`config.mk`:
```
export PLATFORM = sky130hd
export DESIGN_NAME = mmx_exec
export DESIGN_NICKNAME = d
export VERILOG_FILES = /design/src/mmx_pkg.sv /design/src/mmx_hx_step.sv /design/src/mmx_exec.sv
export SDC_FILE = /design/constraint.sdc
export NUM_CORES = 1
export LEC_CHECK = 0
export BUFFER_PORTS_ARGS = -buffer_cell sky130_fd_sc_hd__buf_4
export CAP_MARGIN = 20
export CORE_ASPECT_RATIO = 0.6
export CORE_MARGIN = 5
export CORE_UTILIZATION = 42
export DETAILED_ROUTE_END_ITERATION = 8
export RECOVER_POWER = 100
export SKIP_LAST_GASP = 1
export SLEW_MARGIN = 20
export SYNTH_ARGS = -nofsm -noshare
export SYNTH_HDL_FRONTEND = slang
export SYNTH_SLANG_ARGS = --single-unit
```
`constraint.sdc`:
```
create_clock -name MCLK -period 3.7 [get_ports MCLK]
set_input_delay 0.555 -clock MCLK [delete_from_list [all_inputs] [get_ports MCLK]]
set_output_delay 0.555 -clock MCLK [all_outputs]
set_load 0.005 [all_outputs]
```
`src/mmx_pkg.sv`:
```
// constants, types and encodings for the memory-to-memory move executer
// assumes one core clock; memory answers a read in the same cycle
package mmx_pkg;

    // ==========================================================
    // opcodes of the three move forms
    localparam logic [7:0] OPC_IMM_TO_PAGE = 8'h6e;
    localparam logic [7:0] OPC_PAGE_TO_PAGE = 8'h4e;
    localparam logic [7:0] OPC_IDX_TO_PAGE = 8'h7e;

    // ==========================================================
    // instruction lengths in bytes
    localparam logic [15:0] LEN_IMM_TO_PAGE = 16'h0003;
    localparam logic [15:0] LEN_PAGE_TO_PAGE = 16'h0003;
    localparam logic [15:0] LEN_IDX_TO_PAGE = 16'h0002;
    localparam logic [15:0] LEN_NONE = 16'h0001;

    // ==========================================================
    // bus cycles per form, opcode fetch included
    localparam logic [2:0] CYC_IMM_TO_PAGE = 3'h4;
    localparam logic [2:0] CYC_PAGE_TO_PAGE = 3'h5;
    localparam logic [2:0] CYC_IDX_TO_PAGE = 3'h4;

    // ==========================================================
    // direct page layout
    localparam logic [7:0] PAGE_HIGH = 8'h00;
    localparam logic [7:0] BYTE_MAX = 8'hff;

    // ==========================================================
    // reset values
    localparam logic [15:0] RST_PC = 16'h0000;
    localparam logic [15:0] RST_HX = 16'h0000;
    localparam logic [7:0] RST_BYTE = 8'h00;
    localparam logic [2:0] RST_CYC = 3'h0;

    // ==========================================================
    // types
    typedef enum logic [1:0] {
        FORM_NONE,
        FORM_IMM_TO_PAGE,
        FORM_PAGE_TO_PAGE,
        INDEXED_INCR_TO_PAGE_FORM
    } mmx_form_t;

    typedef enum logic [2:0] {
        ST_IDLE,
        ST_OPCODE,
        ST_OPND1,
        ST_OPND2,
        ST_SOURCE,
        ST_WRITE
    } mmx_state_t;

    typedef struct packed {
        logic [15:0] addr;
        logic rd;
        logic wr;
        logic [7:0] wdata;
    } mmx_bus_req_t;

    localparam mmx_bus_req_t BUS_IDLE = '{addr: 16'h0000, rd: 1'b0, wr: 1'b0, wdata: 8'h00};

endpackage

```
`src/mmx_hx_step.sv`:
```
// post-increment of the 16-bit index pair
// pure logic; the caller decides when the result is taken
`timescale 1ns/1ps

module mmx_hx_step (
    input wire logic [15:0] hx_in,
    output logic [15:0] hx_out,
    output logic low_wrap
);

    logic [7:0] low_next;
    logic [7:0] high_next;

    // ==========================================================
    // carry from low byte into high byte
    always_comb begin
        low_wrap = (hx_in[7:0] == mmx_pkg::BYTE_MAX);
        low_next = hx_in[7:0] + 8'h01;
        high_next = hx_in[15:8] + {7'h00, low_wrap};
        hx_out = {high_next, low_next};
    end

endmodule

```
`src/mmx_exec.sv`:
```
// executer of the memory-to-memory move forms of the 8-bit core
// assumes the core hands over pc and index pair with START and
// that memory returns read data in the cycle the read is presented
`timescale 1ns/1ps

module mmx_exec (
    input wire logic MCLK,
    input wire logic RESET,
    input wire logic START,
    input wire logic [15:0] PC_IN,
    input wire logic [15:0] HX_IN,
    output logic BUSY,
    output logic DONE,
    output logic ILLEGAL,
    output logic [15:0] PC_OUT,
    output logic [15:0] HX_OUT,
    output mmx_pkg::mmx_form_t FORM,
    output logic [2:0] CYCLES,
    output mmx_pkg::mmx_bus_req_t BUS_REQ,
    input wire logic [7:0] BUS_RDATA
);

    // ==========================================================
    // decode helpers

    function automatic mmx_pkg::mmx_form_t form_of(input logic [7:0] opc);
        mmx_pkg::mmx_form_t f;
        f = mmx_pkg::FORM_NONE;
        case (opc)
            mmx_pkg::OPC_IMM_TO_PAGE: f = mmx_pkg::FORM_IMM_TO_PAGE;
            mmx_pkg::OPC_PAGE_TO_PAGE: f = mmx_pkg::FORM_PAGE_TO_PAGE;
            mmx_pkg::OPC_IDX_TO_PAGE: f = mmx_pkg::INDEXED_INCR_TO_PAGE_FORM;
            default: f = mmx_pkg::FORM_NONE;
        endcase
        return f;
    endfunction

    function automatic logic [15:0] page_addr(input logic [7:0] b);
        return {mmx_pkg::PAGE_HIGH, b};
    endfunction

    function automatic logic [15:0] len_of(input mmx_pkg::mmx_form_t f);
        logic [15:0] n;
        n = mmx_pkg::LEN_NONE;
        case (f)
            mmx_pkg::FORM_IMM_TO_PAGE: n = mmx_pkg::LEN_IMM_TO_PAGE;
            mmx_pkg::FORM_PAGE_TO_PAGE: n = mmx_pkg::LEN_PAGE_TO_PAGE;
            mmx_pkg::INDEXED_INCR_TO_PAGE_FORM: n = mmx_pkg::LEN_IDX_TO_PAGE;
            default: n = mmx_pkg::LEN_NONE;
        endcase
        return n;
    endfunction

    // ==========================================================
    // state
    mmx_pkg::mmx_state_t state_q;
    mmx_pkg::mmx_state_t state_d;
    mmx_pkg::mmx_form_t form_q;
    mmx_pkg::mmx_form_t form_d;
    mmx_pkg::mmx_form_t opc_form;
    logic [15:0] pc_q;
    logic [15:0] pc_d;
    logic [15:0] hx_q;
    logic [15:0] hx_d;
    logic [15:0] hx_inc;
    logic [7:0] opnd1_q;
    logic [7:0] opnd1_d;
    logic [7:0] opnd2_q;
    logic [7:0] opnd2_d;
    logic [2:0] cyc_q;
    logic [2:0] cyc_d;
    logic [2:0] last_q;
    logic [2:0] last_d;
    logic illegal_q;
    logic illegal_d;
    mmx_pkg::mmx_bus_req_t bus_q;
    mmx_pkg::mmx_bus_req_t bus_d;

    assign opc_form = form_of(BUS_RDATA);

    mmx_hx_step u_hx_step (
        .hx_in(hx_q),
        .hx_out(hx_inc),
        .low_wrap()
    );

    // ==========================================================
    // sequencer
    // one bus access per state, so cycle counts equal state visits
    always_comb begin
        state_d = state_q;
        form_d = form_q;
        illegal_d = 1'b0;
        case (state_q)
            mmx_pkg::ST_IDLE: begin
                if (START) begin
                    state_d = mmx_pkg::ST_OPCODE;
                    form_d = mmx_pkg::FORM_NONE;
                end
            end
            mmx_pkg::ST_OPCODE: begin
                form_d = opc_form;
                if (opc_form == mmx_pkg::FORM_NONE) begin
                    state_d = mmx_pkg::ST_IDLE;
                    illegal_d = 1'b1;
                end else begin
                    state_d = mmx_pkg::ST_OPND1;
                end
            end
            mmx_pkg::ST_OPND1: begin
                // indexed form has one operand byte
                if (form_q == mmx_pkg::INDEXED_INCR_TO_PAGE_FORM) begin
                    state_d = mmx_pkg::ST_SOURCE;
                end else begin
                    state_d = mmx_pkg::ST_OPND2;
                end
            end
            mmx_pkg::ST_OPND2: begin
                if (form_q == mmx_pkg::FORM_IMM_TO_PAGE) begin
                    state_d = mmx_pkg::ST_WRITE;
                end else begin
                    state_d = mmx_pkg::ST_SOURCE;
                end
            end
            mmx_pkg::ST_SOURCE: begin
                state_d = mmx_pkg::ST_WRITE;
            end
            mmx_pkg::ST_WRITE: begin
                state_d = mmx_pkg::ST_IDLE;
            end
            default: begin
                state_d = mmx_pkg::ST_IDLE;
                form_d = mmx_pkg::FORM_NONE;
            end
        endcase
    end

    always_ff @(posedge MCLK or posedge RESET) begin
        if (RESET) begin
            state_q <= mmx_pkg::ST_IDLE;
            form_q <= mmx_pkg::FORM_NONE;
            illegal_q <= 1'b0;
        end else begin
            state_q <= state_d;
            form_q <= form_d;
            illegal_q <= illegal_d;
        end
    end

    // ==========================================================
    // operand capture and cycle count
    always_comb begin
        opnd1_d = opnd1_q;
        opnd2_d = opnd2_q;
        cyc_d = cyc_q;
        last_d = last_q;
        case (state_q)
            mmx_pkg::ST_IDLE: begin
                if (START) begin
                    cyc_d = mmx_pkg::RST_CYC;
                end
            end
            mmx_pkg::ST_OPND1: begin
                opnd1_d = BUS_RDATA;
            end
            mmx_pkg::ST_OPND2: begin
                opnd2_d = BUS_RDATA;
            end
            mmx_pkg::ST_SOURCE: begin
                // source byte held in opnd2 for the indexed form,
                // in opnd1 for page-to-page; accumulator never used
                if (form_q == mmx_pkg::INDEXED_INCR_TO_PAGE_FORM) begin
                    opnd2_d = BUS_RDATA;
                end else begin
                    opnd1_d = BUS_RDATA;
                end
            end
            default: begin
                opnd1_d = opnd1_q;
            end
        endcase
        if (state_q != mmx_pkg::ST_IDLE) begin
            cyc_d = cyc_q + 3'h1;
        end
        if (state_q == mmx_pkg::ST_WRITE || illegal_d) begin
            last_d = cyc_q + 3'h1;
        end
    end

    always_ff @(posedge MCLK or posedge RESET) begin
        if (RESET) begin
            opnd1_q <= mmx_pkg::RST_BYTE;
            opnd2_q <= mmx_pkg::RST_BYTE;
            cyc_q <= mmx_pkg::RST_CYC;
            last_q <= mmx_pkg::RST_CYC;
        end else begin
            opnd1_q <= opnd1_d;
            opnd2_q <= opnd2_d;
            cyc_q <= cyc_d;
            last_q <= last_d;
        end
    end

    // ==========================================================
    // bus requests, registered so the access stands for its state
    always_comb begin
        bus_d = mmx_pkg::BUS_IDLE;
        case (state_q)
            mmx_pkg::ST_IDLE: begin
                if (START) begin
                    bus_d.addr = PC_IN;
                    bus_d.rd = 1'b1;
                end
            end
            mmx_pkg::ST_OPCODE: begin
                if (opc_form != mmx_pkg::FORM_NONE) begin
                    bus_d.addr = pc_q + 16'h0001;
                    bus_d.rd = 1'b1;
                end
            end
            mmx_pkg::ST_OPND1: begin
                if (form_q == mmx_pkg::INDEXED_INCR_TO_PAGE_FORM) begin
                    bus_d.addr = hx_q;
                end else begin
                    bus_d.addr = pc_q + 16'h0002;
                end
                bus_d.rd = 1'b1;
            end
            mmx_pkg::ST_OPND2: begin
                if (form_q == mmx_pkg::FORM_IMM_TO_PAGE) begin
                    bus_d.addr = page_addr(BUS_RDATA);
                    bus_d.wr = 1'b1;
                    bus_d.wdata = opnd1_q;
                end else begin
                    bus_d.addr = page_addr(opnd1_q);
                    bus_d.rd = 1'b1;
                end
            end
            mmx_pkg::ST_SOURCE: begin
                bus_d.wr = 1'b1;
                bus_d.wdata = BUS_RDATA;
                if (form_q == mmx_pkg::INDEXED_INCR_TO_PAGE_FORM) begin
                    bus_d.addr = page_addr(opnd1_q);
                end else begin
                    bus_d.addr = page_addr(opnd2_q);
                end
            end
            default: begin
                bus_d = mmx_pkg::BUS_IDLE;
            end
        endcase
    end

    always_ff @(posedge MCLK or posedge RESET) begin
        if (RESET) begin
            bus_q <= mmx_pkg::BUS_IDLE;
        end else begin
            bus_q <= bus_d;
        end
    end

    // ==========================================================
    // program counter and index pair
    // both take their final values on entry to the write state,
    // so they are already valid while DONE is high
    always_comb begin
        pc_d = pc_q;
        hx_d = hx_q;
        case (state_q)
            mmx_pkg::ST_IDLE: begin
                if (START) begin
                    pc_d = PC_IN;
                    hx_d = HX_IN;
                end
            end
            mmx_pkg::ST_OPCODE: begin
                if (opc_form == mmx_pkg::FORM_NONE) begin
                    pc_d = pc_q + len_of(opc_form);
                end
            end
            default: begin
                if (state_d == mmx_pkg::ST_WRITE) begin
                    pc_d = pc_q + len_of(form_q);
                    if (form_q == mmx_pkg::INDEXED_INCR_TO_PAGE_FORM) begin
                        hx_d = hx_inc;
                    end
                end
            end
        endcase
    end

    always_ff @(posedge MCLK or posedge RESET) begin
        if (RESET) begin
            pc_q <= mmx_pkg::RST_PC;
            hx_q <= mmx_pkg::RST_HX;
        end else begin
            pc_q <= pc_d;
            hx_q <= hx_d;
        end
    end

    // ==========================================================
    // outputs
    // no accumulator port exists, so it cannot be disturbed
    assign BUSY = (state_q != mmx_pkg::ST_IDLE);
    // done in fourth cycle for immediate form
    // done in fifth cycle for page-to-page form
    // done in fourth cycle for indexed form
    assign DONE = (state_q == mmx_pkg::ST_WRITE);
    assign ILLEGAL = illegal_q;
    assign PC_OUT = pc_q;
    assign HX_OUT = hx_q;
    assign FORM = form_q;
    assign CYCLES = last_q;
    assign BUS_REQ = bus_q;

endmodule

```
### After elaboration in Yosys (flattened, before gate mapping)

Index checks and enable logic that the tools add are counted.
Widths: inputs -> output; s select.

| word-level totals | value |
|---|---|
| flip-flop bits (word level) | 86 |
| output and inout bits | 66 |

| cells by class | value |
|---|---|
| add/sub/neg operators | 7 |
| eq/ne operators | 20 |
| multiplexer cells | 41 |
| bitwise operators | 2 |
| reductions and logical operators | 22 |

Operators with widths:

| cell | number |
|---|---|
| $mux 16 | 11 |
| $pmux 16 s5 | 1 |
| $pmux 16 s2 | 2 |
| $mux 17 | 2 |
| $add 16x16->16 | 2 |
| $mux 8 | 4 |
| $pmux 8 s2 | 2 |
| $eq 8x7->1 const B | 3 |
| $pmux 9 s2 | 1 |
| $add 16x1->16 const B | 1 |
| $add 16x2->16 const B | 1 |
| $mux 3 | 5 |
| $pmux 3 s5 | 1 |
| $reduce_bool 2->1 | 7 |
| $pmux 2 s3 | 2 |
| $eq 3x3->1 const B | 3 |
| $mux 9 | 1 |
| $add 8x1->8 | 1 |
| $add 8x1->8 const B | 1 |
| $eq 2x2->1 const B | 4 |
| $eq 8x8->1 const B | 1 |
| $ne 2x2->1 const B | 4 |
| $pmux 2 s2 | 2 |
| $reduce_and 2->1 | 4 |
| 16 further kinds | 26 |

### Depth between registers and ports, before layout

Gate-level depths: netlist (run 1).

| logic depth | value |
|---|---|
| depth after elaboration | 11 |
| gate-level depth with buffers | 11 |
| gate-level depth less buffers | 11 |

### By module

From an unflattened synthesis (run 1), not the netlist that was laid out.

| second synthesis, totals | value |
|---|---|
| cells, all modules | 518 |
| area, all modules | 4949.7 um^2 |

By module, submodules not included:

| module | instances | cells an instance | area each (um^2) | seq. area each (um^2) |
|---|---|---|---|---|
| mmx_exec | 1 | 484 | 4708.3 | 2152.1 |
| mmx_hx_step | 1 | 34 | 241.5 | 0.0 |

### Worst setup path after synthesis (run 1)

OpenSTA, ideal clock, no wires.

| path | value |
|---|---|
| path type | input to register |
| start | input port BUS_RDATA[0] |
| end | register pc_q[14], in the netlist PC_OUT[14] |
| arrival | 2.523 ns |
| data required time | 3.635 ns |
| setup slack | 1.113 ns |
| stages | 10 |
| path buffers | 1 |
| cell sequence | and4b_2 nand2_1 a2bb2oi_1 ha_1 fa_1 and3_1 clkbuf_2 and3_1 a41oi_1 o22a_1 |

| between the ends | value |
|---|---|
| longest elaborated chain between the ends | 10 |
| elaborated cells between the ends (all ways) | 21 |
| classes of those cells | 1 x add/sub; 8 x eq/ne; 8 x mux; 4 x reduce/logical |

RTL lines:

| what | line | source |
|---|---|---|
| start, declared | mmx_exec.sv:20 | `input wire logic [7:0] BUS_RDATA` |
| $eq 8x7->1 | mmx_exec.sv:29 | `case (opc)` |
| $pmux 2 s3 * | mmx_exec.sv:29 |  |
| $eq 2x2->1 or $eq 2x1->1 (tied branches) | mmx_exec.sv:45 | `case (f)` |
| $reduce_or 2->1 (no line) | - |  |
| $pmux 2 s2 | mmx_exec.sv:45 |  |
| $mux 16 | mmx_exec.sv:277 | `if (opc_form == mmx_pkg::FORM_NONE) begin` |
| $mux 16 | mmx_exec.sv:269 | `case (state_q)` |
| $add 16x16->16 | mmx_exec.sv:278 | `pc_d = pc_q + len_of(opc_form);` |
| $mux 16 | mmx_exec.sv:277 |  |
| $pmux 16 s2 | mmx_exec.sv:269 |  |
| end signal, assigned | mmx_exec.sv:294 | `pc_q <= mmx_pkg::RST_PC;` |
| end signal, assigned | mmx_exec.sv:297 | `pc_q <= pc_d;` |
| end, declared | mmx_exec.sv:61 | `logic [15:0] pc_q;` |

Mark *: on every way between the ends. The rest lies on a longest branch, timed or not. The select of a mux whose other input is x is not followed.
A chain may end at the register's enable or synchronous reset.

### Worst setup path in the final report (run 1)

| path | value |
|---|---|
| start | register state_q[0] |
| end | register pc_q[15], in the netlist PC_OUT[15] |

| between the ends | value |
|---|---|
| longest elaborated chain between the ends | 5 |
| elaborated cells between the ends (all ways) | 13 |
| classes of those cells | 7 x eq/ne; 3 x mux; 3 x reduce/logical |

RTL lines:

| what | line | source |
|---|---|---|
| start, declared | mmx_exec.sv:56 | `mmx_pkg::mmx_state_t state_q;` |
| start signal, assigned | mmx_exec.sv:140 | `state_q <= mmx_pkg::ST_IDLE;` |
| start signal, assigned | mmx_exec.sv:144 | `state_q <= state_d;` |
| $eq 3x3->1 (tied with other cells) | mmx_exec.sv:94 | `case (state_q)` |
| $pmux 3 s5 | mmx_exec.sv:94 |  |
| $eq 3x3->1 | mmx_exec.sv:282 | `if (state_d == mmx_pkg::ST_WRITE) begin` |
| $reduce_bool 3->1 (no line) | - |  |
| $reduce_and 3->1 (no line) | - |  |

Parallel ways exist; a longest one is shown, timed or not.

==> results by group, run 1 <==
Outcome
  – Status: finished with violations
  – Failing checks: max-capacitance violations, max-slew violations

Route
  – Wire per inst: 20.9 microns
  – Drt pass-1 iters: 5
  – Final wirelength: 16.1 mm
  – Post-route ant nets: 0
  – Vias: 4,657
  – Vias per cell: 6.02
  – DR iter-0 viols: 508
  – Drt drc: 0

Setup path
  – CP endpoint kind: register
  – Worst reg2reg path depth: 9
  – RR Endpoint: PC_OUT[15]
  – WP data arrival: 3.38 ns
  – Reg2reg start: state_q[0]
  – Worst Path Required: 3.91 ns
  – Crit path max fanout: 13
  – Critical path class: reg2reg
  – Startpoint Class: register
  – R2R Setup Slk: 0.53 ns

Synthesis
  – Fraction of registers with async set/reset: 100%
  – Ys Warns: 0
  – Post-synthesis cell count: 520
  – Register area share after synthesis: 43.0%
  – Top cells by area, synth: dfrtp_1, o21ai_0, a21oi_1
  – Distinct cells, synth: 74
  – EDFF count, synth: 0
  – Syn nets: 572
  – Synth top area share: 43.0%
  – Yosys reg bits: 86
  – Predominant post-synthesis flop cell: dfrtp_1
  – Synth Cell Area: 5000 sq um
  – Synth area leader: dfrtp_1
  – Avg Synthesized Cell Area: 9.61 sq um

Clocking
  – Root Driver: clkbuf_16
  – Clock tree sinks: 86
  – Clk_lat worst skew: 0.35 ns
  – # hold bufs at CTS: 0
  – TritonCTS buffer count: 9
  – CTS resizes: 0
  – Number of buffers added for setup after CTS: 0
  – Clk slew on worst S/H paths: 0.06 ns
  – Max clock buf depth: 2
  – H-tree Lvls: 3
  – CTS tree: built

Final layout
  – Share of layout cells above drive strength 1: 23.0%
  – Synth-to-layout area growth: 20.8%
  – Most frequent cells in the layout: dfrtp_1, clkbuf_4, nand2_1, buf_4, o21ai_0
  – Final #Nets: 661
  – N_diodes: 0
  – Commonest non-fill, non-tap cell in the layout: dfrtp_1
  – Final Non-Filler Cells: 773

Die
  – Die ar.: 14,300 sq um
  – Chip Height: 94.5 microns
  – Core outline area: 11,500 sq um
  – Initial Util: 43.5%
  – Number of I/O pins: 109
  – Die Width: 151 microns
  – Row count: 30

Timing
  – Final min period: 3.17 ns
  – Peak Freq: 0.315 GHz
  – Slew Viols, Final: 45
  – Unrepaired setup endpoints after global routing: no
  – Slew at the pin with the worst max-slew slack: 2.08 ns
  – Final setup TNS: 0 ns
  – Final Cycle Share: 85.8%
  – Final Setup Violations: 0
  – Max-slew headroom: -39.7%
  – Clk_skew: 0.00640 ns
  – Hold Violations, Final: 0

Worst hold path
  – Hold EP: HX_OUT[0]
  – Hold Crit Start: HX_IN[0]
  – Worst Hold Class: in2reg
  – Worst Hold Path Cells: 3

Place
  – Final HPWL DP: 11.8 mm
  – Port bufs: 108
  – Placed insts: 758
  – Gp weighted congestion: 0.909

Job
  – Max cap viols: 1

GRT
  – Grt ovf: 0
  – Largest net degree at the start of global routing: 45
  – First-pass GRT wire length: 25.4 mm
  – GR Util All Layers: 23.2%
  – Antenna violations before repair: 0
  – Vias in the first global route: 4,524

Power and ir drop
  – Power per cell area: 574 nW/um^2
  – Design Power: 0.00347 W
  – Peak supply drop: 0.301 mV
  – Leakage power total: 2.68 nW
-- registers in the layout, summed over array words and instances, names as in the netlist --
name,count
cyc_q,3
HX_OUT,16
ILLEGAL,1
opnd1_q,8
FORM,2
BUS_REQ,26
CYCLES,3
PC_OUT,16
opnd2_q,8
state_q,3
-- how the worst max path moves through the flow --
stage / from / to / cells after the start
6_report: state_q[0] / PC_OUT[15] / 9
5_1_grt: state_q[0] / PC_OUT[11] / 9
4_1_cts: state_q[0] / PC_OUT[11] / 9
3_5_place_dp: state_q[0] / PC_OUT[14] / 8
3_3_place_gp: BUS_RDATA[0] / PC_OUT[14] / 10
2_1_floorplan: RESET / BUS_REQ[0] / 1
-- where the power goes --
group	internal, W	switching (W)
logic	0.000472	0.000474
clock network	0.000656	0.000388
registers	0.00114	0.000332
-- synth_stat cells (all sizes together), types with 6 or more instances --
cell,instances
and2,7
a222oi,10
dfrtp,86
o22ai,9
buf,21
a22o,10
a31oi,8
a21oi,38
a22oi,16
xnor2,9
nand2b,6
inv,9
o211ai,6
nor2,37
nand4,8
nand2,43
ha,8
mux2,17
clkbuf,17
and3,18
nand3,27
nor2b,6
a2bb2oi,8
o21ai,41
-- metrics by stage --
stage	util (%)	hold WS (ns)	area [sq um]	setup WS (ns)
finish	52.6	0.429	6040	0.527
floorplan	-	0.462	5000	0.923
detailed placement	50.7	0.488	5820	0.746
global route	52.6	0.446	6040	0.331
CTS	53.6	0.383	6160	0.723
global placement	50.7	0.478	5820	0.834
-- area by class of cell --
| class | instances | area (sq um) |
|---|---|---|
| Clock buffer | 9 | 225 |
| Multi-Input combinational cell | 387 | 2510 |
| Inverter | 9 | 35.0 |
| Tap cell | 160 | 200 |
| Fill cell | 1092 | 5450 |
| Clock inverter | 6 | 111 |
| Timing Repair Buffer | 116 | 807 |
| Sequential cell | 86 | 2150 |
-- per-layer routing --
metal / part of all wire [%] / GRT usage (%) / up-vias / wire length [microns]
li1: - / - / 2121 / -
met1: 46 / 34.1 / 2301 / 7470
met2: 43 / 33.2 / 217 / 6860
met3: 9.7 / 7.05 / 18 / 1570
met4: 1.4 / 6.03 / 0 / 233
met5: 0 / 0 / - / 0
-- logic make-up after synthesis --
logic type	share of synthesized area [%]
mux	4.23
xor+xnor	2.45
fa+ha+maj	2.40
compound gates	23.0
buf+inv	5.68
flops	43.0
simple gates	19.1
-- critical path: stages, from the launching register on --
cell       delay [ns]
dfrtp_1          0.56
or3b_1           0.46
a31oi_4          0.26
nor2_1           0.14
ha_1             0.32
a21oi_1          0.10
nor4_1           0.67
nand2_1          0.23
o22ai_1          0.20
a2bb2oi_1        0.09
Note: power is estimated with default switching activity, not from simulation.
==> run 2: changes to the inputs <==
--- a/config.mk
+++ b/config.mk
@@ -11,6 +11,8 @@
 export CORE_MARGIN = 5
 export CORE_UTILIZATION = 42
 export DETAILED_ROUTE_END_ITERATION = 8
+export GPL_TIMING_DRIVEN = 0
+export PLACE_DENSITY = 0.74
 export RECOVER_POWER = 100
 export SKIP_LAST_GASP = 1
 export SLEW_MARGIN = 20
==> run 2 against run 1 <==
The flow still finishes with violations (max-capacitance violations, max-slew violations). Design area up 2.8%. Setup slack better by 0.037 ns. Sequential share of layout area down 0.96 points. Power decreased by 1.7%. Non-clock buffer count grew 31. Routed wire length rose by 3.1%. Core utilization rose by 1.4 points.
==> results by group, run 2 (synthesized netlist as in run 1, its figures left out) <==
Final layout
  – Share of layout cells above drive strength 1: 25.0% (+2.0 points)
  – Fill cell count: 1,094 (+0.18%)
  – Fin util: 54.0% (+1.4 points)
  – Synth-to-layout area growth: 24.1%
  – Max FFs per register: 26 (unchanged)
  – Commonest non-fill, non-tap cell in the layout: dfrtp_1
  – Most frequent cells in the layout: dfrtp_1, clkbuf_4, buf_4, nand2_1, o21ai_0
  – N_diodes: 0 (unchanged)
  – Final #Nets: 692 (+4.7%)

Setup path
  – Crit path max-delay cell type: nor3b_1
  – CP endpoint kind: register
  – Critical path class: reg2reg
  – Worst Path Required: 3.98 ns (+0.07 ns)
  – Most frequent CP cell: and3_1
  – R2R Setup Slk: 0.56 ns (+0.04 ns)
  – Crit path max fanout: 10 (-3)
  – Reg2reg start: state_q[1]
  – RR Endpoint: PC_OUT[14]
  – WP data arrival: 3.42 ns (+0.04 ns)
  – Startpoint Class: register
  – Crit path largest cell delay: 0.49 ns (-0.18 ns)
  – Worst-path cell chain: clkbuf_1, nor3b_1, nand3_1, a2bb2oi_1, ha_1, fa_1, and3_1, clkbuf_2, and3_1, a41oi_1, o22a_1
  – Worst reg2reg path depth: 11 (+2)

Route
  – Drt drc: 0 (unchanged)
  – Drt pass-1 iters: 6 (+1)
  – DR iter-0 viols: 723 (+42%)
  – Wire per inst: 20.7 microns (-0.72%)
  – Final wirelength: 16.6 mm (+3.1%)
  – Post-route ant nets: 0 (unchanged)
  – Vias: 4,858 (+4.3%)
  – Vias per cell: 6.05 (+0.42%)

Power and ir drop
  – Leakage power total: 2.77 nW (+3.3%)
  – Clock power share: 26.8% (-3.3 points)
  – Switching Share: 35.2% (+0.67 points)
  – Power per cell area: 549 nW/um^2 (-4.3%)
  – P_sw: 0.00120 W (+0.23%)
  – Pint: 0.00221 W (-2.7%)
  – Gate power share: 32.2% (+4.9 points)
  – Register share of total power: 41.0% (-1.6 points)
  – Peak supply drop: 0.324 mV (+7.7%)

Die
  – Chip Height: 94.5 microns (unchanged)
  – Core outline area: 11,500 sq um (unchanged)
  – Die Width: 151 microns (unchanged)
  – Die ar.: 14,300 sq um (unchanged)
  – Number of I/O pins: 109 (unchanged)
  – Row count: 30 (unchanged)
  – Initial Util: 43.5% (unchanged)

Worst hold path
  – Worst Hold Path Cells: 3 (unchanged)
  – Worst Hold Class: in2reg
  – Hold Crit Start: HX_IN[0]
  – Hold EP: HX_OUT[0]

Timing
  – Clk_skew: 0.00917 ns (+0.00277 ns)
  – Final Cycle Share: 84.8% (-1.0 points)
  – Final Setup Violations: 0 (unchanged)
  – Fin Hold WS: 0.423 ns (-0.00560 ns)
  – Hold Violations, Final: 0 (unchanged)
  – Unrepaired setup endpoints after global routing: no
  – Peak Freq: 0.319 GHz (+1.2%)
  – Slew at the pin with the worst max-slew slack: 1.91 ns (-0.174 ns)
  – Max-slew headroom: -28.0% (+12 points)
  – Final min period: 3.14 ns (-0.0372 ns)
  – Slew Viols, Final: 46 (+2.2%)

Place
  – Gp weighted congestion: 0.907 (-0.23%)
  – Final HPWL DP: 12.8 mm (+8.4%)
  – Port bufs: 108 (unchanged)

Outcome
  – Status: finished with violations
  – Failing checks: max-capacitance violations, max-slew violations

Clocking
  – H-tree Lvls: 3 (unchanged)
  – Root Driver: clkbuf_16
  – TritonCTS buffer count: 9 (unchanged)
  – # hold bufs at CTS: 0 (unchanged)
  – Number of buffers added for setup after CTS: 0 (unchanged)
  – Max clock buf depth: 2 (unchanged)
  – Clock tree sinks: 86 (unchanged)
  – Clk_lat worst skew: 0.35 ns (about the same)
  – CTS tree: built
  – CTS resizes: 0 (unchanged)
  – Clk slew on worst S/H paths: 0.06 ns (about the same)

GRT
  – Grt ovf: 0 (unchanged)
  – Vias in the first global route: 4,412 (-2.5%)
  – Largest net degree at the start of global routing: 45 (unchanged)
  – GR Util All Layers: 23.6% (+0.38 points)
  – First-pass GRT wire length: 25.6 mm (+0.40%)
  – Antenna violations before repair: 0 (unchanged)

Job
  – Max cap viols: 2 (+1)
==> run 2: cell count changes in the layout (fill, tap and decap cells not counted), sizes merged <==
cell,before,now
clkbuf,81,104
buf,44,54
bufinv,3,1
clkinv,2,0
clkinvlp,2,3
==> run 2: per-stage QoR <==
| stage | TNS [ns] | std cells | total power (W) | instance area [sq um] | worst slack (ns) |
|---|---|---|---|---|---|
| floorplan | 0 | 520 | 0.00200 | 5000 | 0.923 |
| global placement | -9.26 | 788 | 0.00251 | 6010 | -0.115 |
| detailed placement | 0 | 789 | 0.00254 | 6030 | 0.669 |
| CTS | 0 | 803 | 0.00346 | 6330 | 0.838 |
| global route | 0 | 803 | 0.00361 | 6200 | 0.334 |
| finish | 0 | 803 | 0.00341 | 6200 | 0.564 |
==> run 2: worst max path at each step <==
stage | startpoint | end | slack (ns)
6_report | state_q[1] | PC_OUT[14] | 0.56
3_5_place_dp | BUS_RDATA[5] | PC_OUT[11] | 0.67
3_3_place_gp | RESET | PC_OUT[2] | -0.11
4_1_cts | state_q[2] | PC_OUT[11] | 0.84
2_1_floorplan | RESET | BUS_REQ[0] | 0.92
5_1_grt | state_q[1] | PC_OUT[14] | 0.33
==> run 2: final cells by class <==
cell class	count	area, sq um	area share, %
Multi-Input combinational cell	387	2520	40.6
Inverter	9	35.0	0.565
Clock inverter	3	45.0	0.726
Clock buffer	11	253	4.07
Sequential cell	86	2150	34.7
Tap cell	160	200	3.23
Buffer	38	214	3.45
Timing Repair Buffer	109	786	12.7
==> run 2: worst max-delay path: cells and delay by family, from the launching register on <==
kind                       cells  cell delay, ns
and+or+nand+nor                4            1.02
AOI/OAI and AO/OA              3            0.52
DFF                            1            0.40
adders and majority gates      2            0.68
buffers and inverters          2            0.44
==> run 2: power by group through the flow <==
stage                     clock (W)  combinational (W)  sequential [W]
after floorplan                   0           0.000659         0.00134
after global placement            0            0.00111         0.00140
after detailed placement          0            0.00113         0.00141
after CTS                  0.000925            0.00114         0.00140
after global routing       0.000971            0.00121         0.00143
final                      0.000913            0.00110         0.00140
==> run 2: metal layers <==
metal | global-route usage (%) | vias to the layer above | wire length [microns]
li1 | - | 2189 | -
met1 | 36.6 | 2359 | 7570
met2 | 32.5 | 293 | 6880
met3 | 6.52 | 17 | 2010
met4 | 4.98 | 0 | 184
met5 | 0 | - | 0
